<file path="src/shared/cwu_consts.svh">
// register offsets, field positions, reset values and timing counts of the waveform unit
`ifndef CWU_CONSTS_SVH
`define CWU_CONSTS_SVH

`define CWU_ADDR_W        6
`define CWU_DATA_W        32
`define CWU_REG_CTRL      6'h00
`define CWU_REG_POL       6'h04
`define CWU_REG_CLK       6'h08
`define CWU_REG_SRC       6'h0C
`define CWU_REG_STEER     6'h10
`define CWU_REG_SDCTL     6'h14
`define CWU_REG_SDEN      6'h18
`define CWU_REG_DBR       6'h1C
`define CWU_REG_DBF       6'h20
`define CWU_REG_STAT      6'h24

`define CWU_EN_BIT        7
`define CWU_LD_BIT        6
`define CWU_IN_BIT        5
`define CWU_SD_BIT        7
`define CWU_REN_BIT       6

`define CWU_MODE_ASTEER   3'h0
`define CWU_MODE_SSTEER   3'h1
`define CWU_MODE_FWD      3'h2
`define CWU_MODE_REV      3'h3
`define CWU_MODE_HALF     3'h4
`define CWU_MODE_PUSH     3'h5

`define CWU_WAIT_RST      1'h1
`define CWU_OK_RST        1'h1

// fast oscillator modelled as a tick every CWU_OSC_DIV system clocks
`define CWU_OSC_DIV       4'h4

`endif

</file>
<file path="src/shared/cwu_pkg.sv">
// types shared by the waveform unit
package cwu_pkg;
    typedef logic [31:0] cwu_word_t;
    typedef logic [5:0]  cwu_db_t;

    typedef struct packed {
        logic       wait_q;
        cwu_word_t  rdata;
        logic       en;
        logic       ld;
        logic       ld_fall;
        logic [2:0] mode;
        logic [3:0] pol;
        logic       cs;
        logic [1:0] src;
        logic [3:0] steer;
        logic [3:0] steer_sync;
        logic       shutdown;
        logic       ren;
        logic [1:0] lvl_bd;
        logic [1:0] lvl_ac;
        logic [3:0] sd_en;
        cwu_db_t    dbr;
        cwu_db_t    dbf;
        cwu_db_t    dbr_buf;
        cwu_db_t    dbf_buf;
        logic       irq;
        logic       hold;
        logic       data_s1;
        logic       data_s2;
        logic       data_prev;
        logic [3:0] sd_s1;
        logic [3:0] sd_s2;
        logic [3:0] osc_cnt;
        logic       rev;
        logic       pp_sel;
        cwu_db_t    rcnt;
        cwu_db_t    fcnt;
        logic       rrun;
        logic       frun;
        logic       rok;
        logic       fok;
        logic [3:0] outs;
        logic       osc_keep;
    } cwu_state_s;
endpackage

</file>
<file path="src/rtl/cwu_deadband.sv">
// dead-band and auto-shutdown waveform unit with Avalon-MM register slave
`timescale 1ns/1ps
`include "cwu_consts.svh"

module cwu_deadband (
    input  wire logic              MCLK_IN,             // 200 MHz system clock
    input  wire logic              SYS_RST_IN,          // async reset, active high
    input  wire logic [5:0]        AVS_ADDRESS_IN,      // byte address
    input  wire logic              AVS_READ_IN,         // read request
    input  wire logic              AVS_WRITE_IN,        // write request
    input  wire logic [3:0]        AVS_BYTEENABLE_IN,   // byte lanes
    input  wire cwu_pkg::cwu_word_t AVS_WRITEDATA_IN,   // write data
    output logic                   AVS_WAITREQUEST_OUT, // stall
    output cwu_pkg::cwu_word_t     AVS_READDATA_OUT,    // read data
    input  wire logic [3:0]        DATA_SRC_IN,         // candidate modulating sources
    input  wire logic [3:0]        SHUTDOWN_N_IN,       // fault inputs, active low
    input  wire logic              SLEEP_IN,            // system clock gated in sleep
    output logic                   OUTPUT_FIRST_OUT,    // first output
    output logic                   OUTPUT_SECOND_OUT,   // second output
    output logic                   OUTPUT_THIRD_OUT,    // third output
    output logic                   OUTPUT_FOURTH_OUT,   // fourth output
    output logic                   SHUTDOWN_IRQ_FLAG_OUT, // sticky shutdown flag
    output logic                   FAST_OSC_KEEP_OUT    // keep fast oscillator running
);
    import cwu_pkg::*;

    cwu_state_s s;
    cwu_state_s n;

    logic       wr;
    logic       rd_req;
    logic       din;
    logic       rise;
    logic       fall;
    logic       tick;
    logic       sd_cond;
    logic       hb;
    logic       fb;
    logic       chg_fwd;
    logic       chg_rev;
    logic       r_start;
    logic       f_start;
    logic [3:0] act;
    logic [3:0] ovr;
    logic [3:0] st_eff;
    logic [6:0] r_next;
    logic [6:0] f_next;

    always_comb begin
        n = s;

        // bus: request seen with wait high -> answer next cycle, write lands then
        // only a read refreshes read data, so it stands until the next read answer
        rd_req = AVS_READ_IN & s.wait_q;
        wr = AVS_WRITE_IN & ~s.wait_q & AVS_BYTEENABLE_IN[0];
        n.wait_q = ~((AVS_READ_IN | AVS_WRITE_IN) & s.wait_q);
        if (rd_req) begin
            n.rdata = '0;
            unique case (AVS_ADDRESS_IN)
                `CWU_REG_CTRL:  n.rdata[7:0] = {s.en, s.ld, 3'h0, s.mode};
                `CWU_REG_POL:   n.rdata[7:0] = {2'h0, s.data_s2, 1'h0, s.pol};
                `CWU_REG_CLK:   n.rdata[0] = s.cs;
                `CWU_REG_SRC:   n.rdata[1:0] = s.src;
                `CWU_REG_STEER: n.rdata[3:0] = s.steer;
                `CWU_REG_SDCTL: n.rdata[7:0] = {s.shutdown, s.ren, s.lvl_bd, s.lvl_ac, 2'h0};
                `CWU_REG_SDEN:  n.rdata[3:0] = s.sd_en;
                `CWU_REG_DBR:   n.rdata[5:0] = s.dbr;
                `CWU_REG_DBF:   n.rdata[5:0] = s.dbf;
                `CWU_REG_STAT:  n.rdata[0] = s.irq;
                default:        n.rdata = '0;
            endcase
        end

        // input synchronisers; only the second stage is looked at
        n.data_s1 = DATA_SRC_IN[s.src];
        n.data_s2 = s.data_s1;
        n.data_prev = s.data_s2;
        n.sd_s1 = SHUTDOWN_N_IN;
        n.sd_s2 = s.sd_s1;
        din = s.data_s2;
        rise = din & ~s.data_prev;
        fall = ~din & s.data_prev;

        // dead-band clock: system clock stops in sleep, fast oscillator does not
        n.osc_cnt = (s.osc_cnt == `CWU_OSC_DIV - 4'h1) ? 4'h0 : s.osc_cnt + 4'h1;
        tick = s.cs ? (s.osc_cnt == 4'h0) : ~SLEEP_IN;
        n.osc_keep = s.en & s.cs;

        // plain register writes
        if (wr) begin
            unique case (AVS_ADDRESS_IN)
                `CWU_REG_CTRL: begin
                    n.en = AVS_WRITEDATA_IN[`CWU_EN_BIT];
                    n.mode = AVS_WRITEDATA_IN[2:0];
                    // a request in the enabling write itself is dropped
                    if (AVS_WRITEDATA_IN[`CWU_LD_BIT] & s.en) begin
                        n.ld = 1'b1;
                    end
                end
                `CWU_REG_POL:   n.pol = AVS_WRITEDATA_IN[3:0];
                `CWU_REG_CLK:   n.cs = AVS_WRITEDATA_IN[0];
                `CWU_REG_SRC:   n.src = AVS_WRITEDATA_IN[1:0];
                `CWU_REG_STEER: n.steer = AVS_WRITEDATA_IN[3:0];
                `CWU_REG_SDCTL: begin
                    n.ren = AVS_WRITEDATA_IN[`CWU_REN_BIT];
                    n.lvl_bd = AVS_WRITEDATA_IN[5:4];
                    n.lvl_ac = AVS_WRITEDATA_IN[3:2];
                end
                `CWU_REG_SDEN:  n.sd_en = AVS_WRITEDATA_IN[3:0];
                `CWU_REG_DBR: begin
                    n.dbr = AVS_WRITEDATA_IN[5:0];
                    if (!s.en) begin
                        n.dbr_buf = AVS_WRITEDATA_IN[5:0];
                    end
                end
                `CWU_REG_DBF: begin
                    n.dbf = AVS_WRITEDATA_IN[5:0];
                    if (!s.en) begin
                        n.dbf_buf = AVS_WRITEDATA_IN[5:0];
                    end
                end
                `CWU_REG_STAT: begin
                    if (AVS_WRITEDATA_IN[0]) begin
                        n.irq = 1'b0;
                    end
                end
                default: ;
            endcase
        end

        // buffered load: first falling edge after request, then next rising edge
        if (!s.en) begin
            n.ld = 1'b0;
            n.ld_fall = 1'b0;
        end else if (s.ld & s.ld_fall & rise) begin
            n.dbr_buf = s.dbr;
            n.dbf_buf = s.dbf;
            n.ld = 1'b0;
            n.ld_fall = 1'b0;
        end else if (s.ld & fall) begin
            n.ld_fall = 1'b1;
        end

        // shutdown: level-sensitive on enabled, active-low inputs
        sd_cond = s.en & |(s.sd_en & ~s.sd_s2);
        if (s.ren & s.shutdown & ~sd_cond) begin
            n.shutdown = 1'b0;
        end
        if (wr && AVS_ADDRESS_IN == `CWU_REG_SDCTL) begin
            if (AVS_WRITEDATA_IN[`CWU_SD_BIT]) begin
                n.shutdown = 1'b1;
            end else if (!sd_cond) begin
                n.shutdown = 1'b0;
            end
        end
        if (n.en & ~s.en) begin
            n.shutdown = 1'b1;
        end
        if (sd_cond) begin
            n.shutdown = 1'b1;
        end
        // flag set wins over a clear in the same cycle
        if (n.shutdown & ~s.shutdown) begin
            n.irq = 1'b1;
        end
        // outputs stay overridden until the first rising data edge after clear
        if (n.shutdown | ~s.en) begin
            n.hold = 1'b1;
        end else if (s.hold & rise) begin
            n.hold = 1'b0;
        end

        // mode decode and direction tracking
        hb = (s.mode == `CWU_MODE_HALF);
        fb = (s.mode == `CWU_MODE_FWD) | (s.mode == `CWU_MODE_REV);
        chg_fwd = fb & rise & s.rev & ~s.mode[0];
        chg_rev = fb & rise & ~s.rev & s.mode[0];
        if (fb & rise) begin
            n.rev = s.mode[0];
        end
        if (rise & (s.mode == `CWU_MODE_PUSH)) begin
            n.pp_sel = ~s.pp_sel;
        end
        if (rise) begin
            n.steer_sync = s.steer;
        end
        r_start = (hb & rise) | chg_rev;
        f_start = (hb & fall) | chg_fwd;

        // rising / reverse dead-band counter
        r_next = {1'b0, s.rcnt} + 7'h01;
        if (!s.en) begin
            n.rrun = 1'b0;
            n.rok = `CWU_OK_RST;
        end else if (r_start) begin
            n.rcnt = '0;
            n.rok = (s.dbr_buf == '0);
            n.rrun = (s.dbr_buf != '0);
        end else if (hb & fall) begin
            n.rrun = 1'b0;
            n.rok = 1'b0;
        end else if (s.rrun & tick) begin
            n.rcnt = r_next[5:0];
            if (r_next >= {1'b0, s.dbr_buf}) begin
                n.rok = 1'b1;
                n.rrun = 1'b0;
            end
        end

        // falling / forward dead-band counter; counting ticks from an unaligned
        // edge gives count-1..count periods
        f_next = {1'b0, s.fcnt} + 7'h01;
        if (!s.en) begin
            n.frun = 1'b0;
            n.fok = `CWU_OK_RST;
        end else if (f_start) begin
            n.fcnt = '0;
            n.fok = (s.dbf_buf == '0);
            n.frun = (s.dbf_buf != '0);
        end else if (hb & rise) begin
            n.frun = 1'b0;
            n.fok = 1'b0;
        end else if (s.frun & tick) begin
            n.fcnt = f_next[5:0];
            if (f_next >= {1'b0, s.dbf_buf}) begin
                n.fok = 1'b1;
                n.frun = 1'b0;
            end
        end

        // active levels, bit0 = first .. bit3 = fourth
        st_eff = (s.mode == `CWU_MODE_SSTEER) ? n.steer_sync : s.steer;
        act = 4'h0;
        unique case (s.mode)
            `CWU_MODE_HALF: begin
                act[0] = din & n.rok;
                act[1] = ~din & n.fok;
                act[2] = act[0];
                act[3] = act[1];
            end
            `CWU_MODE_FWD, `CWU_MODE_REV: begin
                act[0] = ~n.rev;
                act[2] = n.rev;
                act[1] = n.rev & din & n.rok;
                act[3] = ~n.rev & din & n.fok;
            end
            `CWU_MODE_PUSH: begin
                act[0] = din & ~n.pp_sel;
                act[1] = din & n.pp_sel;
                act[2] = act[0];
                act[3] = act[1];
            end
            `CWU_MODE_ASTEER, `CWU_MODE_SSTEER: begin
                act = st_eff & {4{din}};
            end
            default: act = 4'h0;
        endcase
        act = act ^ s.pol;
        if (s.mode[2:1] == 2'h0) begin
            act = act & st_eff;
        end

        // override levels are not subject to polarity
        ovr = {s.lvl_bd[1], s.lvl_ac[1], s.lvl_bd[0], s.lvl_ac[0]};
        if (s.mode[2:1] == 2'h0) begin
            ovr = (ovr & st_eff) | (act & ~st_eff);
        end

        if (!s.en) begin
            n.outs = 4'h0;
        end else if (n.hold | sd_cond) begin
            n.outs = ovr;
        end else begin
            n.outs = act;
        end
    end

    always_ff @(posedge MCLK_IN or posedge SYS_RST_IN) begin
        if (SYS_RST_IN) begin
            s <= '0;
            s.wait_q <= `CWU_WAIT_RST;
            s.rok <= `CWU_OK_RST;
            s.fok <= `CWU_OK_RST;
        end else begin
            s <= n;
        end
    end

    assign AVS_WAITREQUEST_OUT = s.wait_q;
    assign AVS_READDATA_OUT = s.rdata;
    assign OUTPUT_FIRST_OUT = s.outs[0];
    assign OUTPUT_SECOND_OUT = s.outs[1];
    assign OUTPUT_THIRD_OUT = s.outs[2];
    assign OUTPUT_FOURTH_OUT = s.outs[3];
    assign SHUTDOWN_IRQ_FLAG_OUT = s.irq;
    assign FAST_OSC_KEEP_OUT = s.osc_keep;
endmodule // cwu_deadband

</file>
<file path="config.mk">
export PLATFORM = sky130hd
export DESIGN_NAME = cwu_deadband
export DESIGN_NICKNAME = d
export VERILOG_FILES = /design/src/shared/cwu_pkg.sv /design/src/rtl/cwu_deadband.sv
export VERILOG_INCLUDE_DIRS = /design/src /design/src/shared
export SDC_FILE = /design/constraint.sdc
export NUM_CORES = 1
export LEC_CHECK = 0
export BUFFER_PORTS_ARGS = -buffer_cell sky130_fd_sc_hd__buf_2
export CORE_UTILIZATION = 30
export CTS_BUF_LIST = sky130_fd_sc_hd__clkbuf_8
export DETAILED_ROUTE_END_ITERATION = 16
export PLACE_DENSITY = 0.59
export SLEW_MARGIN = 25
export SYNTH_ARGS = -nofsm -noshare
export SYNTH_HDL_FRONTEND = slang
export SYNTH_SLANG_ARGS = --single-unit
</file>
<file path="constraint.sdc">
create_clock -name MCLK_IN -period 4.55 [get_ports MCLK_IN]
set_input_delay 0.455 -clock MCLK_IN [delete_from_list [all_inputs] [get_ports MCLK_IN]]
set_output_delay 0.455 -clock MCLK_IN [all_outputs]
set_load 0.02 [all_outputs]
</file>
# [Word level (Yosys, flattened, before mapping)]
# Cells that the tools add are included.
[word_totals] ff_bits=104 in_bits=55 output_inout_bits=39 word_cells=232
[op_classes] add_sub_neg=3 magnitude_cmp=3 eq_ne=25 mux=68 bitwise=63 n_reduce_logical=32
[ops] operator="$mux 6" n=10
[ops] operator="$mux 1" n=38
[ops] operator="$and 1x1->1" n=35
[ops] operator="$mux 4" n=7
[ops] operator="$eq 6x5->1 const B" n=4
[ops] operator="$mux 12" n=2
[ops] operator="$reduce_and 2->1" n=11
[ops] operator="$and 4x4->4" n=5
[ops] operator="$logic_not 6->1" n=3
[ops] operator="$ne 4x1->1 const B" n=4
[ops] operator="$pmux 4 s4" n=1
[ops] operator="$add 6x1->7 const B" n=2
[ops] operator="$ge 7x6->1" n=2
[ops] operator="$pmux 2 s7" n=1
[ops] operator="$mux 13" n=1
[ops] operator="$not 1->1" n=13
[ops] operator="$eq 6x4->1 const B" n=2
[ops] operator="$eq 6x6->1 const B" n=2
[ops] operator="$ne 3x1->1 const B" n=4
[ops] operator="$reduce_and 3->1" n=4
[ops] operator="$reduce_bool 6->1" n=2
[ops] operator="$reduce_bool 2->1" n=5
[ops] operator="$pmux 1 s9" n=1
[ops] operator="$not 4->4" n=2
[ops] operator="22 further kinds" n=33

# [Logic depth before layout (Yosys ltp)]
# Gate-level depths: netlist of run 1.
[logic_depth] depth_word=18 depth_mapped=11 ltp_nobuf=11

# [Worst setup path after synthesis of run 1]
# No wires, ideal clock.
[synth_path] path_type="register to register" from="register s[15] (netlist bit)" to="register s, in the netlist OUTPUT_FIRST_OUT" setup_time_ns=0.069 arrival_ns=2.454 required_ns=4.481 path_slack_ns=2.027 path_stages_with_launch=11 n_path_buf=0 synth_period_minus_slack_ns=2.523 path_cell_list="dfrtp_1 ha_1 nand3_1 xnor2_1 ha_1 and3_1 a221oi_1 or4_1 nand3_1 or4_1 nand3_1"
[synth_lines] element="start, declared" line_no="cwu_deadband.sv:27" source="cwu_state_s s;"
[synth_lines] element="start signal, assigned" line_no="cwu_deadband.sv:285" source="s <= n;"

==> flow_summary.yaml, run 1 <==
outcome:
  status: "complete, but fails checks"
  violations: "design-rule violations"
floorplan:
  die_w_um: 139
  core_area_um2: 18200
  start_util: 0.309
  design.die.area_um2: 19300
  io_pins: 94
  die_h_um: 139
  rows: 49
worst_setup_path:
  startpoint_type: "flip-flop"
  crit_type: "reg -> reg"
  cp.required_ns: 4.87
  rr_endpoint: "OUTPUT_FIRST_OUT$_DFF_PP0_"
  crit_path_top_delay_cell: "or4_1"
  path_common_cell: "nand3_1"
  worstSetupEndpointType: "flip-flop"
  crit_arrival_ns: 3.27
  cp_cell_sequence: "ha_1 > nand3_1 > xnor2_1 > ha_1 > and3_1 > a221oi_1 > or4_1 > nand3_1 > or4_1 > nand3_1"
  crit_path_max_fanout: 6
  critPathMaxStageDelay_ns: 0.53
  reg2reg_depth: 10
  r2r_slack_ns: 1.60
  reg2reg_from: "s[15]$_DFFE_PP0P_"
global_route:
  globalRoute.totalOverflow: 0
  track_usage: 0.142
  grt_max_degree: 81
  antenna_found_initial: 0
  grt_pass1_vias: 4174
  grt_pass1_wl_mm: 21.5
route:
  final_antenna_net_count: 0
  drt-initial-drc-count: 223
  drc: 4
  via_per_inst: 5.22
  wl_per_cell_um: 16.3
  drt_pass1_iterations: 11
  num_vias: 4268
  drt_wl_total_mm: 13.3
timing:
  fin_crit_ns: 2.95
  fin_tns_setup_ns: 0
  max-slew-margin-rel: 0.392
  max_slew.worst_pin.slew_ns: 0.905
  hold_viol: 0
  fin_worst_skew_ns: 0.0157
  max_freq_mhz: 339
  finalSetupViolations: 0
  setup_ws_ns: 1.60
  final_max_slew_viol_count: 0
  hold_ws_ns: 0.168
  period_share: 0.647
  rsz0062_at_grt: "no"
yosys:
  yosys-top-cells-area: "dfrtp_1 45%, mux2_2 7.4%, nand2_1 4.7%"
  synth.largest_area_cell: "dfrtp_1"
  synth.yosys.seq_area_share: 0.463
  synthTopCellsByCount: "101 x dfrtp_1, 71 x nand2_1, 37 x mux2_2, 32 x buf_4, 28 x nor2_1"
  yosys_register_bits: 104
  synth-async-reset-ratio: 1.00
  yosysUniqueCellTypes: 67
  synth_top_area_share: 0.449
  yosysMostFrequentCell: "dfrtp_1"
  postSynthCellCount: 552
  synth_edf_count: 0
  syn_area_per_cell_um2: 10.2
  synth_flop_cell: "dfrtp_1"
  mappedNetlistArea_um2: 5630
  yosysWarnings: 0
placed_design:
  detailed_place.area_um2: 5950
  portBuffers: 42
  place_ws_ns: 1.60
  gp_congestion: 0.827
  hpwl_mm: 9.82
worst_hold_path:
  hold_end: "n[27]$_DFF_PP0_"
  min_from: "SHUTDOWN_N_IN[0]"
  hp-class: "in -> reg"
  hold_depth: 1
cells_and_area:
  utilization: 0.336
  postLayoutCellArea_um2: 6130
  area_growth_pct: 8.73
  num_antenna_cells: 0
  nFillCells: 1848
  drive_gt1_frac: 0.207
  layout.nets: 655
pwr:
  ir_drop_v: 0.000202
  p_leak_nw: 2.88
  pwr_density_cell_nw_per_um2: 285
cts:
  cts_hold_buffers: 0
  post_cts_buffers: 0
  cts-resized-gates: 0
  cts_tree: "done"
  numCtsBuffers: 9
  htreeDepth: 3
  clock-sinks: 104
  insertion_delay_ns: 0.39
  path_clk_slew_ns: 0.10
  clock_path_buffers: 2
  cts_root_buffer: "clkbuf_8"
run:
  cap_violations: 0
==> worst max path at each step <==
stage / start / endpoint / slack, ns / depth (start not counted)
after floorplan: SYS_RST_IN / AVS_READDATA_OUT[0]$_DFFE_PP0P_ / 1.37 / 1
after global placement: s[15]$_DFFE_PP0P_ / OUTPUT_FIRST_OUT$_DFF_PP0_ / 1.64 / 10
after detailed placement: s[15]$_DFFE_PP0P_ / OUTPUT_FIRST_OUT$_DFF_PP0_ / 1.60 / 10
after CTS: s[15]$_DFFE_PP0P_ / OUTPUT_FIRST_OUT$_DFF_PP0_ / 1.56 / 10
after global routing: s[15]$_DFFE_PP0P_ / OUTPUT_FIRST_OUT$_DFF_PP0_ / 1.31 / 10
final: s[15]$_DFFE_PP0P_ / OUTPUT_FIRST_OUT$_DFF_PP0_ / 1.60 / 10
==> critical path, delay by kind of cell (launching register included) <==
| kind | cells | cell delay, ns |
|---|---|---|
| flip-flops | 1 | 0.45 |
| AND/OR/NAND/NOR | 6 | 1.26 |
| adder cells (fa/ha/maj) | 2 | 0.51 |
| XOR/XNOR | 1 | 0.22 |
| AO/OA/AOI/OAI | 1 | 0.45 |
==> per-stage QoR <==
step	power [mW]	instances
after global routing	1.83	818
after detailed placement	1.22	802
after floorplan	1.17	575
after global placement	1.21	802
final	1.75	818
after CTS	1.77	818
==> kinds of logic (layout without fill, tap and decap cells) <==
family          count (synthesis)  in the layout  synth area share
xor+xnor                       11             11            0.0171
mux                            51             51             0.101
fa+ha+maj                      16             16            0.0355
other cells                     1             24          0.000666
compound gates                115            115             0.150
buf+inv                        73             87            0.0706
simple gates                  181            181             0.163
flops                         104            104             0.463
==> sequential cells by signal, summed over array words and instances, names as in the netlist <==
name                   cells
OUTPUT_THIRD_OUT           1
s                         83
SHUTDOWN_IRQ_FLAG_OUT      1
n                          5
FAST_OSC_KEEP_OUT          1
OUTPUT_FOURTH_OUT          1
OUTPUT_FIRST_OUT           1
AVS_WAITREQUEST_OUT        1
AVS_READDATA_OUT           8
OUTPUT_SECOND_OUT          1
din                        1
==> area by class of cell <==
| type | count | area, um2 | share of cell area |
|---|---|---|---|
| Multi-Input combinational cell | 398 | 2720 | 0.443 |
| Sequential cell | 104 | 2610 | 0.425 |
| Timing Repair Buffer | 46 | 240 | 0.0392 |
| Tap cell | 229 | 287 | 0.0468 |
| Clock buffer | 10 | 138 | 0.0225 |
| Inverter | 25 | 98.8 | 0.0161 |
| Clock inverter | 6 | 40.0 | 0.00654 |
==> metal layers <==
metal,GRT usage,share of wire,up-vias
met3,0.0338,0.044,17
met5,0,0,-
met2,0.244,0.49,120
li1,-,-,1995
met4,0.0404,0.011,0
met1,0.178,0.46,2136
==> power by group <==
| part | internal [mW] | total, mW | leakage [nW] | switching [mW] |
|---|---|---|---|---|
| clock | 0.216 | 0.543 | 0.0986 | 0.327 |
| combinational | 0.0718 | 0.199 | 1.40 | 0.127 |
| sequential | 0.962 | 1.00 | 1.38 | 0.0432 |
==> layout by cell type (no fill, tap or decap), types with 3 or more instances in the layout <==
master,instances
a21o_1,3
a21oi_1,16
a221oi_1,4
a22oi_1,20
a31o_2,4
a31oi_1,6
a32o_1,11
and3_1,4
buf_2,42
buf_4,4
clkbuf_8,10
conb_1,24
dfrtp_1,101
dfstp_2,3
ha_1,16
inv_1,23
inv_6,4
mux2_2,37
mux2i_1,13
nand2_1,71
nand2b_1,9
nand3_1,16
nand3b_1,4
nor2_1,28
nor2b_1,9
nor3_1,10
nor3b_1,3
o21a_1,3
o21ai_0,25
or2_2,3
or4_1,7
xnor2_1,8
xor2_1,3
Note: power is estimated with default switching activity, not from simulation.
==> inputs of run 2 (changes only) <==
ABC_AREA = 1   (was unset)
clock period = 2.8 ns   (was 4.55 ns; I/O delays follow)
==> run 2 against run 1 <==
  * The flow now finishes without violations
  * Global-route usage rose by 0.82 points
  * Largest power group unchanged
  * Critical path type unchanged
  * Critical path depth rose by 7
  * Non-clock buffer count rose by 7
  * Die area fell by 2.0%
==> flow_summary.yaml, run 2 <==
outcome:
  status: "finished, final reports clean"
cells_and_area:
  nFillCells: 1930
  largest-register: "s"
  layout.nets: 781
  regArea_um2: 2610
  multi_input_area_um2: 2310
  final_cell_mix: "127 x nand2_1, 104 x inv_1, 99 x dfrtp_1"
  area_growth_pct: 11.5
  final_common_cell: "nand2_1"
  drive_gt1_frac: 0.148
  utilization: 0.342
  largest_reg_flops: 83
worst_setup_path:
  crit_path_max_fanout: 5
  reg2reg_depth: 17
  crit_type: "reg -> reg"
  startpoint_type: "flip-flop"
  cp.required_ns: 3.07
  reg2reg_from: "s[15]$_DFFE_PP0P_"
  worstSetupEndpointType: "flip-flop"
  rr_endpoint: "OUTPUT_FIRST_OUT$_DFF_PP0_"
  r2r_slack_ns: 0.32
  crit_arrival_ns: 2.75
pwr:
  pwr-share-clk: 0.228
  switchingPower_mw: 1.49
  pwr-share-seq: 0.474
  ir_drop_v: 0.000296
  combPwrFrac: 0.297
  p_int_mw: 2.69
  sw_frac_of_total: 0.357
  p_leak_nw: 3.03
  pwr_density_cell_nw_per_um2: 680
yosys:
  yosys-top-cells-area: "dfrtp_1 46%, nand2_1 8.6%, inv_1 7.1%"
  synthTopCellsByCount: "127 x nand2_1, 104 x inv_1, 101 x dfrtp_1, 62 x o21ai_0, 42 x nor2_1"
  yosysWarnings: 0
  synth_top_area_share: 0.458
  yosysUniqueCellTypes: 45
  postSynthCellCount: 662
  synth_edf_count: 0
  synth_flop_cell: "dfrtp_1"
  syn_area_per_cell_um2: 8.34
  synth-simple-area-share: 0.198
  synth_top_family_by_area: "simple AND/OR/NAND/NOR gates"
  synthMuxAreaShare: 0.00181
  yosysMostFrequentCell: "nand2_1"
  synth.largest_area_cell: "dfrtp_1"
  mappedNetlistArea_um2: 5520
  yosys_register_bits: 104
  synth.yosys.seq_area_share: 0.472
  synth_xor_area_frac: 0.0159
  synth_compound_area_frac: 0.148
  synth-async-reset-ratio: 1.00
  synthAdderAreaFrac: 0.0363
floorplan:
  die_w_um: 138
  core_area_um2: 18000
  die_h_um: 138
  rows: 49
  io_pins: 94
  start_util: 0.306
  design.die.area_um2: 19000
route:
  wl_per_cell_um: 13.6
  drt-initial-drc-count: 334
  final_antenna_net_count: 0
  drt_pass1_iterations: 5
  drt_wl_total_mm: 12.8
  num_vias: 4327
  drc: 0
  via_per_inst: 4.58
cts:
  clock_path_buffers: 2
  clock-sinks: 104
  htreeDepth: 3
  path_clk_slew_ns: 0.11
  numCtsBuffers: 9
  cts_tree: "done"
  cts_root_buffer: "clkbuf_8"
  insertion_delay_ns: 0.40
worst_hold_path:
  hp-class: "in -> reg"
  hold_depth: 2
  hold_end: "AVS_WAITREQUEST_OUT$_DFF_PP1_"
  min_from: "AVS_READ_IN"
timing:
  rsz0062_at_grt: "yes"
  finalSetupViolations: 0
  period_share: 0.886
  fin_worst_skew_ns: 0.0229
  max_freq_mhz: 403
  fin_crit_ns: 2.48
  hold_viol: 0
  max-slew-margin-rel: 0.585
  max_slew.worst_pin.slew_ns: 0.616
  hold_ws_ns: 0.0313
  final_max_slew_viol_count: 0
placed_design:
  portBuffers: 42
  gp_congestion: 0.826
  hpwl_mm: 9.69
run:
  cap_violations: 0
global_route:
  antenna_found_initial: 1
  grt_max_degree: 79
  globalRoute.totalOverflow: 0
  grt_pass1_wl_mm: 21.4
  track_usage: 0.150
  grt_pass1_vias: 4172
run 2: stage by stage:
step	TNS (ns)	cell area, um2	instances	total power [mW]	setup slack (ns)
5_1_grt	-0.0139	6160	945	4.58	-0.0139
3_3_place_gp	0	5890	922	3.22	0.341
6_report	0	6160	945	4.19	0.318
3_5_place_dp	0	5890	922	3.24	0.318
4_1_cts	0	6130	943	4.21	0.269
2_1_floorplan	0	5610	685	2.95	0.631
run 2: worst max-delay path by stage:
| stage | startpoint | to | slack, ns | depth (start not counted) |
|---|---|---|---|---|
| after floorplan | s[15]$_DFFE_PP0P_ | OUTPUT_SECOND_OUT$_DFF_PP0_ | 0.63 | 18 |
| after global placement | s[9]$_DFFE_PP0P_ | OUTPUT_SECOND_OUT$_DFF_PP0_ | 0.34 | 18 |
| after detailed placement | s[9]$_DFFE_PP0P_ | OUTPUT_SECOND_OUT$_DFF_PP0_ | 0.32 | 18 |
| after CTS | s[9]$_DFFE_PP0P_ | OUTPUT_SECOND_OUT$_DFF_PP0_ | 0.27 | 18 |
| after global routing | s[15]$_DFFE_PP0P_ | OUTPUT_THIRD_OUT$_DFF_PP0_ | -0.01 | 17 |
| final | s[15]$_DFFE_PP0P_ | OUTPUT_FIRST_OUT$_DFF_PP0_ | 0.32 | 17 |
run 2: cell families (layout without fill, tap and decap cells):
family | after synthesis | after routing
buffers and inverters | 154 | 184
AOI/OAI and AO/OA | 137 | 137
muxes | 1 | 1
adders and majority gates | 16 | 16
other | 1 | 25
xor gates and xnor gates | 10 | 10
DFF | 104 | 104
and+or+nand+nor | 239 | 239
run 2: worst max-delay path: stages, from the launching register on:
cell      delay (ns)
dfrtp_2         0.43
ha_1            0.21
nand3_1         0.15
xor2_2          0.18
ha_1            0.29
a21oi_1         0.06
o21bai_1        0.13
nor2_1          0.05
nand2_1         0.06
nand2_1         0.06
nand2_1         0.06
nand2_1         0.07
a21boi_2        0.19
nand3_2         0.13
nand3_1         0.09
nand2_1         0.05
nor2_1          0.09
nor2_1          0.06
run 2: what timing repair did:
item	in CTS	in global routing
buffers inserted	0	1
endpoints found under the setup margin	0	4
resized for setup	0	4
hold buffers	5	0
endpoints found under the hold margin	30	0
run 2: power by group through the flow:
stage | clock network, mW | registers (mW) | logic, mW
5_1_grt | 1.04 | 2.03 | 1.50
6_report | 0.955 | 1.99 | 1.24
3_3_place_gp | 0 | 2.01 | 1.21
3_5_place_dp | 0 | 2.01 | 1.23
2_1_floorplan | 0 | 1.99 | 0.967
4_1_cts | 0.990 | 1.98 | 1.24
run 2: area by class of cell:
cell class,count,area share
inverters,115,0.0707
flip-flops and latches,104,0.424
clock buffers,9,0.0201
diodes,1,0.000406
multi-input cells,427,0.376
clock inverters,7,0.0114
repair buffers,53,0.0516
well taps,229,0.0465
run 2: metal layers:
metal / up-vias / GRT usage / wire, um
met5: - / 0 / 0
met4: 0 / 0.0391 / 151
met1: 2024 / 0.208 / 6260
met2: 104 / 0.234 / 5820
li1: 2188 / - / -
met3: 11 / 0.0350 / 604
